`src/common/mcc_pkg.sv`:
```
// Constants, register layout and timing for the main clock controller.
// Assumes a single oscillator-rate clock and an APB slave for registers.
// Contract
// - Prescaler, clock-out and timer run independently.
// - CPU clock prescale set by fields.
// - Clock-out select drives oscillator clock out; the pin toggles every cycle, at half the oscillator rate.
// - Clock-out stops during active halt.
// - Timer offers four periods from oscillator.
// - Interrupt enable makes halt become active halt.
// - Beeper outputs one of three tones.
// - Wait mode runs on; overflow wakes.
// - Active halt: counter runs, CSR and beeper writes frozen.
// - Full halt freezes counter, CSR and beeper writes.
// - Interrupt needs enable and unmasked CPU; the irq output needs only IMASK set.
// - Overflow flag; wakes wait and active halt, not full halt.
// - Slow mode divides by 2,4,8,16.
// - Periods 16000, 32000, 80000, 200000 cycles.
// - Period change waits for current period end.
// - Flag set on period, cleared by read.
package mcc_pkg;
  localparam logic [11:0] MCC_ADDR_CSR   = 12'h000;
  localparam logic [11:0] MCC_ADDR_BEEP  = 12'h004;
  localparam logic [11:0] MCC_ADDR_ISTAT = 12'h008;
  localparam logic [11:0] MCC_ADDR_IMASK = 12'h00C;
  localparam int MCC_ADDR_W = 12;
  localparam int MCC_BIT_MCO  = 7;
  localparam int MCC_BIT_CPH  = 6;
  localparam int MCC_BIT_CPL  = 5;
  localparam int MCC_BIT_SMS  = 4;
  localparam int MCC_BIT_TBH  = 3;
  localparam int MCC_BIT_TBL  = 2;
  localparam int MCC_BIT_OIE  = 1;
  localparam int MCC_BIT_OIF  = 0;
  localparam logic [7:0] MCC_CSR_RST  = 8'h00;
  localparam logic [1:0] MCC_BEEP_RST = 2'h0;
  localparam logic [0:0] MCC_MASK_RST = 1'h0;
  localparam int MCC_TB_W = 18;
  localparam logic [17:0] MCC_TB_P0 = 18'd16000;
  localparam logic [17:0] MCC_TB_P1 = 18'd32000;
  localparam logic [17:0] MCC_TB_P2 = 18'd80000;
  localparam logic [17:0] MCC_TB_P3 = 18'd200000;
  localparam int MCC_BEEP_W = 12;
  localparam logic [11:0] MCC_BEEP_H1 = 12'd250;
  localparam logic [11:0] MCC_BEEP_H2 = 12'd500;
  localparam logic [11:0] MCC_BEEP_H3 = 12'd1000;
  localparam logic [3:0] MCC_ONE4 = 4'h1;
  localparam logic [17:0] MCC_ONE18 = 18'h1;
  localparam logic [11:0] MCC_ONE12 = 12'h1;
  typedef enum logic [2:0] {
    MCC_RUN   = 3'b001,
    MCC_AHALT = 3'b010,
    MCC_FHALT = 3'b100
  } mcc_pmode_t;
endpackage

```
`src/rtl/mcc_top.sv`:
```
// Main clock controller: CPU prescaler, clock-out, time base timer, beeper.
// Assumes APB master on the oscillator clock; CPU gives halt/wake/mask levels.
//
// The address map and register access over APB were left to the implementer.
`timescale 1ns/10ps
`default_nettype none
module mcc_top #(
  parameter int TB_P0 = 16000,
  parameter int TB_P1 = 32000,
  parameter int TB_P2 = 80000,
  parameter int TB_P3 = 200000
) (
  // Clock and reset
  input  wire logic                           clock,
  input  wire logic                           nrst,
  // APB slave
  input  wire logic                           psel,
  input  wire logic                           penable,
  input  wire logic                           pwrite,
  input  wire logic [mcc_pkg::MCC_ADDR_W-1:0] paddr,
  input  wire logic [31:0]                    pwdata,
  output logic      [31:0]                    prdata,
  output logic                                pready,
  output logic                                pslverr,
  // CPU side
  input  wire logic                           halt_req,
  input  wire logic                           halt_wake,
  input  wire logic                           cpu_irq_masked,
  output logic                                cpu_clk_en,
  output logic                                timebase_irq,
  output logic                                wake_from_wait,
  output logic                                active_halt,
  // Pins
  output logic                                clk_out_en,
  output logic                                clk_out_pin,
  output logic                                tone_en,
  output logic                                tone_out_pin,
  // Interrupt
  output logic                                irq
);
  import mcc_pkg::*;

  logic       rs1_q, rs2_q;
  logic [7:0] csr_q, csr_d;
  logic [1:0] beep_q;
  logic       istat_q, imask_q;
  mcc_pmode_t pm_q, pm_d;
  logic [MCC_TB_W-1:0] tb_cnt_q, tb_lim_q;
  logic [3:0]  pre_q;
  logic [MCC_BEEP_W-1:0] bp_cnt_q;
  logic        bp_q, co_q, tone_en_q;
  logic [31:0] prdata_q;
  logic        pready_q, pslverr_q, irq_q, tbirq_q, wake_q, cpuen_q;

  function automatic logic [MCC_TB_W-1:0] tb_period(input logic [1:0] sel);
    case (sel)
      2'h0: tb_period = MCC_TB_W'(TB_P0);
      2'h1: tb_period = MCC_TB_W'(TB_P1);
      2'h2: tb_period = MCC_TB_W'(TB_P2);
      default: tb_period = MCC_TB_W'(TB_P3);
    endcase
  endfunction

  // Reset synchroniser
  always_ff @(posedge clock or negedge nrst) begin
    if (!nrst) begin
      rs1_q <= 1'b0;
      rs2_q <= 1'b0;
    end else begin
      rs1_q <= 1'b1;
      rs2_q <= rs1_q;
    end
  end
  wire rst_n = rs2_q;

  // APB decode
  wire acc     = psel && penable && !pready_q;
  // Writes land at the edge where the master samples pready high
  wire wr      = psel && penable && pready_q && pwrite;
  wire rd      = acc && !pwrite;
  wire hit_csr = paddr == MCC_ADDR_CSR;
  wire hit_bp  = paddr == MCC_ADDR_BEEP;
  wire hit_is  = paddr == MCC_ADDR_ISTAT;
  wire hit_im  = paddr == MCC_ADDR_IMASK;
  wire mapped  = hit_csr || hit_bp || hit_is || hit_im;
  wire frozen  = pm_q != MCC_RUN;
  wire tb_run  = pm_q != MCC_FHALT;
  wire tb_end  = tb_run && (tb_cnt_q == tb_lim_q - MCC_ONE18);
  wire timebase_irq_enable     = csr_q[MCC_BIT_OIE];
  wire slow_mode_select     = csr_q[MCC_BIT_SMS];
  wire [1:0] cp = csr_q[MCC_BIT_CPH:MCC_BIT_CPL];
  wire [1:0] tb = csr_q[MCC_BIT_TBH:MCC_BIT_TBL];
  wire [2:0] cp_sh = {1'b0, cp} + 3'h1; // Three bits so divide by 16 does not wrap
  wire [3:0] pre_mask = (MCC_ONE4 << cp_sh) - MCC_ONE4;
  wire [MCC_BEEP_W-1:0] bp_half = (beep_q == 2'h1) ? MCC_BEEP_H1 :
                                  (beep_q == 2'h2) ? MCC_BEEP_H2 : MCC_BEEP_H3;
  wire [31:0] rd_val = hit_csr ? {24'h0, csr_q} :
                       hit_bp  ? {30'h0, beep_q} :
                       hit_is  ? {31'h0, istat_q} :
                       hit_im  ? {31'h0, imask_q} : 32'h0;
  wire csr_wr = wr && hit_csr && !frozen;

  // Control/status next value; hardware set of the flag wins over read clear
  always_comb begin
    csr_d = csr_q;
    if (csr_wr) begin
      csr_d[7:1] = pwdata[7:1];
    end
    if (rd && hit_csr) begin
      csr_d[MCC_BIT_OIF] = 1'b0;
    end
    if (tb_end) begin
      csr_d[MCC_BIT_OIF] = 1'b1;
    end
  end

  // Power mode: halt becomes active halt when interrupt enabled
  always_comb begin
    pm_d = pm_q;
    case (pm_q)
      MCC_RUN: begin
        if (halt_req) begin
          pm_d = timebase_irq_enable ? MCC_AHALT : MCC_FHALT;
        end
      end
      MCC_AHALT: begin
        if (halt_wake || (tb_end && timebase_irq_enable)) begin
          pm_d = MCC_RUN;
        end
      end
      MCC_FHALT: begin
        if (halt_wake) begin
          pm_d = MCC_RUN;
        end
      end
      default: pm_d = MCC_RUN;
    endcase
  end

  // Registers and mode
  always_ff @(posedge clock or negedge rst_n) begin
    if (!rst_n) begin
      csr_q   <= MCC_CSR_RST;
      beep_q  <= MCC_BEEP_RST;
      imask_q <= MCC_MASK_RST;
      istat_q <= 1'b0;
      pm_q    <= MCC_RUN;
    end else begin
      csr_q   <= csr_d;
      pm_q    <= pm_d;
      if (wr && hit_bp && !frozen) beep_q <= pwdata[1:0];
      if (wr && hit_im) imask_q <= pwdata[0];
      if (tb_end) istat_q <= 1'b1;
      else if (rd && hit_is) istat_q <= 1'b0;
    end
  end

  // Time base counter; new period loaded only at period end
  always_ff @(posedge clock or negedge rst_n) begin
    if (!rst_n) begin
      tb_cnt_q <= '0;
      tb_lim_q <= MCC_TB_W'(TB_P0);
    end else if (tb_end) begin
      tb_cnt_q <= '0;
      tb_lim_q <= tb_period(tb);
    end else if (tb_run) begin
      tb_cnt_q <= tb_cnt_q + MCC_ONE18;
    end
  end

  // CPU prescaler, clock-out and beeper
  always_ff @(posedge clock or negedge rst_n) begin
    if (!rst_n) begin
      pre_q    <= '0;
      cpuen_q  <= 1'b0;
      co_q     <= 1'b0;
      bp_cnt_q <= '0;
      bp_q     <= 1'b0;
      tone_en_q <= 1'b0;
    end else begin
      tone_en_q <= beep_q != 2'h0;
      pre_q   <= (pre_q & pre_mask) == pre_mask ? 4'h0 : pre_q + MCC_ONE4;
      cpuen_q <= !slow_mode_select || ((pre_q & pre_mask) == pre_mask);
      co_q    <= csr_q[MCC_BIT_MCO] && (pm_q == MCC_RUN) && !co_q;
      if (beep_q == 2'h0 || frozen) begin
        bp_cnt_q <= '0;
        bp_q     <= 1'b0;
      end else if (bp_cnt_q >= bp_half - MCC_ONE12) begin
        bp_cnt_q <= '0;
        bp_q     <= !bp_q;
      end else begin
        bp_cnt_q <= bp_cnt_q + MCC_ONE12;
      end
    end
  end

  // Bus answer and interrupt outputs
  always_ff @(posedge clock or negedge rst_n) begin
    if (!rst_n) begin
      prdata_q  <= '0;
      pready_q  <= 1'b0;
      pslverr_q <= 1'b0;
      irq_q     <= 1'b0;
      tbirq_q   <= 1'b0;
      wake_q    <= 1'b0;
    end else begin
      pready_q  <= acc;
      pslverr_q <= acc && !mapped;
      prdata_q  <= rd ? rd_val : 32'h0;
      tbirq_q   <= csr_d[MCC_BIT_OIF] && timebase_irq_enable && !cpu_irq_masked;
      wake_q    <= tb_end && timebase_irq_enable;
      irq_q     <= (istat_q || tb_end) && imask_q;
    end
  end

  assign prdata         = prdata_q;
  assign pready         = pready_q;
  assign pslverr        = pslverr_q;
  assign cpu_clk_en     = cpuen_q;
  assign timebase_irq   = tbirq_q;
  assign wake_from_wait = wake_q;
  assign active_halt    = pm_q[1];
  assign clk_out_en     = csr_q[MCC_BIT_MCO];
  assign clk_out_pin    = co_q;
  assign tone_en        = tone_en_q;
  assign tone_out_pin   = bp_q;
  assign irq            = irq_q;
endmodule
`default_nettype wire

```
`config.mk`:
```
export PLATFORM = sky130hd
export DESIGN_NAME = mcc_top
export DESIGN_NICKNAME = d
export VERILOG_FILES = /design/src/common/mcc_pkg.sv /design/src/rtl/mcc_top.sv
export SDC_FILE = /design/constraint.sdc
export NUM_CORES = 1
export LEC_CHECK = 0
export BUFFER_PORTS_ARGS = -buffer_cell sky130_fd_sc_hd__buf_2
export CORE_MARGIN = 10
export CORE_UTILIZATION = 35
export CTS_CLUSTER_DIAMETER = 80
export DETAILED_ROUTE_END_ITERATION = 8
export GPL_ROUTABILITY_DRIVEN = 0
export MAX_ROUTING_LAYER = met4
export PLACE_DENSITY = 0.67
export SLEW_MARGIN = 40
export SYNTH_ARGS = -nofsm -noshare
export SYNTH_HDL_FRONTEND = slang
export SYNTH_SLANG_ARGS = --single-unit
```
`constraint.sdc`:
```
create_clock -name clock -period 4.1 [get_ports clock]
set_input_delay 0.615 -clock clock [delete_from_list [all_inputs] [get_ports clock]]
set_output_delay 0.615 -clock clock [all_outputs]
set_load 0.02 [all_outputs]
```
# Yosys cells after proc, flatten, opt, wreduce, memory -nomap -nowiden
# Cells that the tools add are included.
# classes
eq_ne	17
mux	24
bitwise	1
addsub	7
shift	1
order_cmp	1
reduce_logical	43
# ops
operator	count
one-hot mux 18 bit (3 select lines)	1
2-to-1 mux 18 bit	2
== test 12 x 4 -> 1 bit (second input constant)	2
2-to-1 mux 12 bit	2
logical AND 1 bit	20
2-to-1 mux 10 bit	2
adder 18 x 1 -> 18 bit (second input constant)	1
== test 18 bit	1
subtractor 18 x 1 -> 18 bit (second input constant)	1
2-to-1 mux 8 bit	2
adder 12 x 1 -> 12 bit (second input constant)	1
== test 12 x 3 -> 1 bit (second input constant)	1
>= comparator 12 bit	1
zero test 12 bit	1
2-to-1 mux 3 bit	4
subtractor 10 x 1 -> 11 bit (second input constant)	1
one-hot mux 3 bit (3 select lines)	1
zero test 1 bit	8
2-to-1 mux 1 bit	8
nonzero test 2 bit	4
logical OR 1 bit	7
!= test 2 bit (second input constant)	3
adder 4 x 1 -> 4 bit (second input constant)	1
AND 4 bit	1
15 further kinds	18
# totals
ff_bits	86
out_inout_bits	43
word_cells	116

# Depth between registers and ports, before layout
# depth
ltp_word	8
ltp_mapped	9

# Worst setup path after synthesis
# OpenSTA, ideal clock, no wires.
# synth_path
kind	input -> register
from	in paddr[7] (netlist name)
to	reg csr_q[1]
setup_ns	0.125
arrival_ns	2.287
required_time_ns	3.975
path_slack_ns	1.689
path_stages	5
path_cell_list	nor4_1 -> nand3_1 -> or4_1 -> nor2_2 -> mux2_2
# synth_via
elab_chain_cells	3
# synth_rtl
item	line	rtl
from (decl)	mcc_top.sv:20	input wire logic [mcc_pkg::MCC_ADDR_W-1:0] paddr,
zero test 12 bit	mcc_top.sv:81	wire hit_csr = paddr == MCC_ADDR_CSR;
logical AND 1 bit (2 in a row)	mcc_top.sv:101	wire csr_wr = wr && hit_csr && !frozen;
to (signal assigned)	mcc_top.sv:149	csr_q <= csr_d;
to (decl)	mcc_top.sv:44	logic [7:0] csr_q, csr_d;
# Every way passes these cells.
# A chain may end at the register's enable or synchronous reset.

# Worst setup path after layout
# layout_path
from	reg tb_lim_q[7]
to	reg tb_lim_q[14]
# layout_via
elab_chain_cells	3
# layout_rtl
item	line	rtl
from (decl)	mcc_top.sv:48	logic [MCC_TB_W-1:0] tb_cnt_q, tb_lim_q;
from (signal assigned)	mcc_top.sv:162	tb_lim_q <= MCC_TB_W'(TB_P0);
from (signal assigned)	mcc_top.sv:165	tb_lim_q <= tb_period(tb);
subtractor 18 x 1 -> 18 bit	mcc_top.sv:88	wire tb_end = tb_run && (tb_cnt_q == tb_lim_q - MCC_ONE18);
== test 18 bit	mcc_top.sv:88	
logical AND 1 bit	mcc_top.sv:88	
# Every way passes these cells.

==> results by stage <==
Global route:
- The number of antenna violations at the first check in global routing came to 0.
- The via count of the first global-routing pass is around 2700.
- The routing usage on met1 is 13.5%.
- The first-pass GRT wire length is around 13 mm.
- In the global route stage, met2 resource usage came out at between 10% and 20%.
- The largest net degree at the start of global routing is 75.
- Across every metal layer, demand over resource in global routing totals between 10% and 20%.
- The overall overflow remaining after global route is 0.
- The global routing stage identified its most utilized layer as met2.
- The met3 track demand over resource in global routing is under 10%.

Synth:
- The share of the synthesized area in the top cell type is approximately 47%.
- By instance count, the leading cell after synthesis is sky130_fd_sc_hd__dfrtp_1.
- Ranked by instance count, the synthesized netlist is headed by sky130_fd_sc_hd__dfrtp_1, sky130_fd_sc_hd__nor2_1, sky130_fd_sc_hd__buf_4, sky130_fd_sc_hd__nand2_1, sky130_fd_sc_hd__xor2_1.
- The library cell with the largest summed area after synthesis is sky130_fd_sc_hd__dfrtp_1.
- The area share of and/or/nand/nor cells after synthesis is approximately a fifth.
- The unique cell type count in the Yosys netlist is 50.
- The post-synthesis adder-cell area fraction is ~5%.
- Summing the areas of all compound-gate instances in the mapped netlist gives between 5 and 6% of the synthesized area.
- Measured against the total synthesized area, the mux share comes to approximately 6.4%.
- The register bit total from synthesis is between 70 and 80.
- Dividing the synthesized area by the synthesized cell count gives 10.7 um^2.
- The warning count from the yosys run is 0.
- Summing the areas of all xor and xnor instances in the mapped netlist gives ~7.6% of the synthesized area.
- The area of the mapped netlist is roughly 0.0038 mm^2.
- The async set or reset register ratio after synthesis is 100%.
- Among all flip-flop cells after synthesis, the most frequent one is sky130_fd_sc_hd__dfrtp_1.
- After synthesis, the largest family of logic cells by area is simple AND/OR/NAND/NOR gates.
- The post-synthesis sequential area ratio is between 50% and 60%.
- The synthesized netlist cell count is about 350.
- In this run, synthesis inferred 0 flip-flops with an integrated enable.
- By area the synthesized netlist is led by sky130_fd_sc_hd__dfrtp_1, sky130_fd_sc_hd__mux2_2, sky130_fd_sc_hd__ha_1, sky130_fd_sc_hd__buf_4, sky130_fd_sc_hd__xor2_1.

Clock network:
- The later pin in the worst-skew pair is clocked with a latency of between 0.3 and 0.4 ns.
- TritonCTS created 9 clock buffers.
- The master cell of the clock root buffer is sky130_fd_sc_hd__clkbuf_8.
- After clock tree synthesis, the clock-pin slew on the worst setup and hold paths is 0.07 ns.
- TritonCTS built the clock tree.
- The CTS H-tree depth is 3.
- The clock net in this run drives a total of 76 sinks.
- The maximum clock insertion buffer count is 2.
- Buffers added to address setup during post-CTS repair amount to 0.
- The number of cells upsized or downsized after cts is 0.
- The hold buffer count at CTS is 0.

Setup path:
- Data on the critical path is required at its endpoint by 4.32 ns.
- The critical path in this run is classified as flip-flop to flip-flop.
- The delay contributed by the slowest stage of the critical path is 0.55 ns.
- Traced cell by cell, the critical path runs through inv_1 -> ha_1 -> xnor2_1 -> nor4_1 -> nand3_1 -> nor4_4 -> buf_4 -> mux2_2.
- In this run the worst path has a maximum fanout of 9.
- STA classifies the critical path startpoint as a flip-flop.
- For the worst setup path, the data arrival time is between 2 and 3 ns.
- The kind of capture point of the worst setup path is a flip-flop.
- For this design, the slowest cell found on the critical path is sky130_fd_sc_hd__dfstp_2.

Power:
- In this run the static leakage power is roughly 2.1 nW.
- The register share of total power is between 50 and 60%.
- The clock network burns between 30% and 40% of the power.
- Overall power consumption after layout is estimated at 1.64 mW.
- For this design the ratio of total power to cell area is 379 mW/mm^2.
- The internal power consumption is between 1 and 1.5 mW.
- In this run, the combinational gates consume between 10% and 20% of the power.
- The highest ir drop seen on vdd is between 0.0002 and 0.00025 V.
- The share of total power consumed by net switching is between 20% and 30%.
- Summed over all nets, the switching power comes to between 0.4 and 0.5 mW.

Timing:
- The worst slew margin relative to its limit is 45.4%.
- The number of hold violations in the final report came to 0.
- The slew at the pin with the worst max-slew slack is 0.813 ns.
- Setup repair after global routing left no endpoint under its margin.
- Setup slack closes at 1.32 ns.
- Adding up every negative setup slack in the final design gives 0 ns.
- The count of endpoints failing setup in the final report is 0.
- The final clock period utilization by the worst path is between 60 and 70%.
- The clock tree skew after final layout is between 0.006 and 0.007 ns.
- The final period demand of the worst path is 2.78 ns.
- The final max-slew violation count came to 0.
- Final hold analysis gives a worst-case slack of roughly 0.051 ns.
- Timing would allow up to around 0.36 GHz.

Place:
- Detailed placement finished with a half-perimeter wire length of around 6 mm.
- The setup slack after placement is 1.22 ns.
- The total of buffers placed on input and output ports is 46.

Layout:
- The proportion of layout cells with a drive suffix above 1 is a little under a quarter.
- The diode insertion count for antenna repair is 0.
- The area added between synthesis and finish is 13.7%.
- In the final design database the tool counted 479 nets.
- In the final layout, flip-flops and latches occupy between 0.0015 and 0.002 mm^2.
- The fill cell instance count of the final layout is around 1100.
- The final core utilization is between 40% and 50%.
- The multi-input gate area in the final layout is ~0.0017 mm^2.

Floorplanning:
- The effective utilization at floorplan is between 30% and 40%.
- between 90 and 100 I/O pins were placed.
- The die is about 120 um wide.
- The row count is 37.
- The region available for standard cell placement spans between 0.01 and 0.015 mm^2.
- The die outline area is 0.0154 mm^2.
- The die is roughly 120 um tall.

Route:
- The routed layout has 2640 vias.
- Once detail routing completed, the nets flagged for antenna violations numbered 0.
- The first detailed-routing pass ran for 4 iterations.
- After detailed routing, the number of vias per cell comes to between 4 and 5.
- The first routing iteration left 97 violations.
- After detailed routing, the average wire length per cell comes to between 10 and 15 um.
- For this run, design rule violations remaining after detail routing come to 0.
- Wires add up to just under 8 mm.

Worst hold path:
- The path type of the worst min-delay path is primary input to async pin.

Run:
- The count of max-cap constraint violations is 0.

Outcome:
- The run finished with clean final reports.
## power by group through the flow
stage	Sequential, mW	Clock [mW]	Combinational [mW]
2_1_floorplan	0.874	0	0.180
3_3_place_gp	0.873	0	0.218
3_5_place_dp	0.876	0	0.227
4_1_cts	0.862	0.565	0.228
5_1_grt	0.873	0.610	0.262
6_report	0.864	0.548	0.227
## sequential cells by signal, summed over array words and instances (netlist names)
| register | flops |
|---|---|
| imask_q | 1 |
| tb_cnt_q | 18 |
| pm_q | 3 |
| istat_q | 1 |
| tone_en | 1 |
| rs2_q | 1 |
| pre_q | 4 |
| pslverr | 1 |
| prdata | 8 |
| beep_q | 2 |
| bp_cnt_q | 12 |
| irq | 1 |
| csr_q | 8 |
| pready | 1 |
| clk_out_pin | 1 |
| tone_out_pin | 1 |
| wake_from_wait | 1 |
| rs1_q | 1 |
| timebase_irq | 1 |
| tb_lim_q | 8 |
| cpu_clk_en | 1 |
## critical path: cells and delay by family (launching register included)
family	cells	cell delay, ns
xor gates and xnor gates	1	0.13
adders and majority gates	1	0.28
buffers and inverters	2	0.33
and+or+nand+nor	3	1.03
muxes	1	0.34
DFF	1	0.55
## logic make-up after synthesis
logic type,count (synthesis)
other,2
XOR/XNOR,33
flip-flops,76
multiplexers,22
buffers and inverters,42
AND/OR/NAND/NOR,136
AO/OA/AOI/OAI,28
adder cells (fa/ha/maj),15
## placed cells by master (no fill, tap or decap), drive strengths merged, types with 9 or more instances in the layout
cell type / synthesis / layout
and3: 9 / 9
nand2: 20 / 20
nand3: 13 / 13
inv: 14 / 14
mux2: 17 / 17
clkbuf: 3 / 13
xor2: 18 / 18
conb: 2 / 26
dfrtp: 71 / 71
ha: 15 / 15
o21ai: 9 / 9
nor2: 36 / 36
buf: 25 / 50
xnor2: 15 / 15
## cell type report
class,count,share of cell area [%]
repair buffers,51,6.23
flip-flops and latches,76,44.2
clock inverters,4,1.16
clock buffers,12,3.13
inverters,14,1.22
well taps,136,3.94
multi-input cells,260,40.1
## worst paths after layout
check	startpoint	endpoint	slack, ns	cells past startpoint
setup / recovery	tb_lim_q[7]$_DFFE_PN1N_	tb_lim_q[14]$_DFFE_PN0N_	1.32	8
hold / removal	nrst	rs1_q$_DFF_PN0_	0.05	1
setup reg to reg	tb_lim_q[7]$_DFFE_PN1N_	tb_lim_q[14]$_DFFE_PN0N_	1.32	8
hold reg to reg	rs1_q$_DFF_PN0_	rs2_q$_DFF_PN0_	0.35	0
max in group asynchronous	rs2_q$_DFF_PN0_	pslverr$_DFF_PN0_	3.25	1
min in group clock	rs1_q$_DFF_PN0_	rs2_q$_DFF_PN0_	0.35	0
## stage by stage
stage / instance area, um^2 / std cells
2_1_floorplan: 3890 / 378
3_3_place_gp: 4130 / 536
3_5_place_dp: 4130 / 536
4_1_cts: 4320 / 552
5_1_grt: 4320 / 553
6_report: 4320 / 553
## metal layers
layer  up-vias  share of wire, %
met1      1293                48
met2        55                47
met3        10               3.3
met4         0               1.9
li1       1282                 -
met5         -                 0
(Power assumes the default switching activity.)
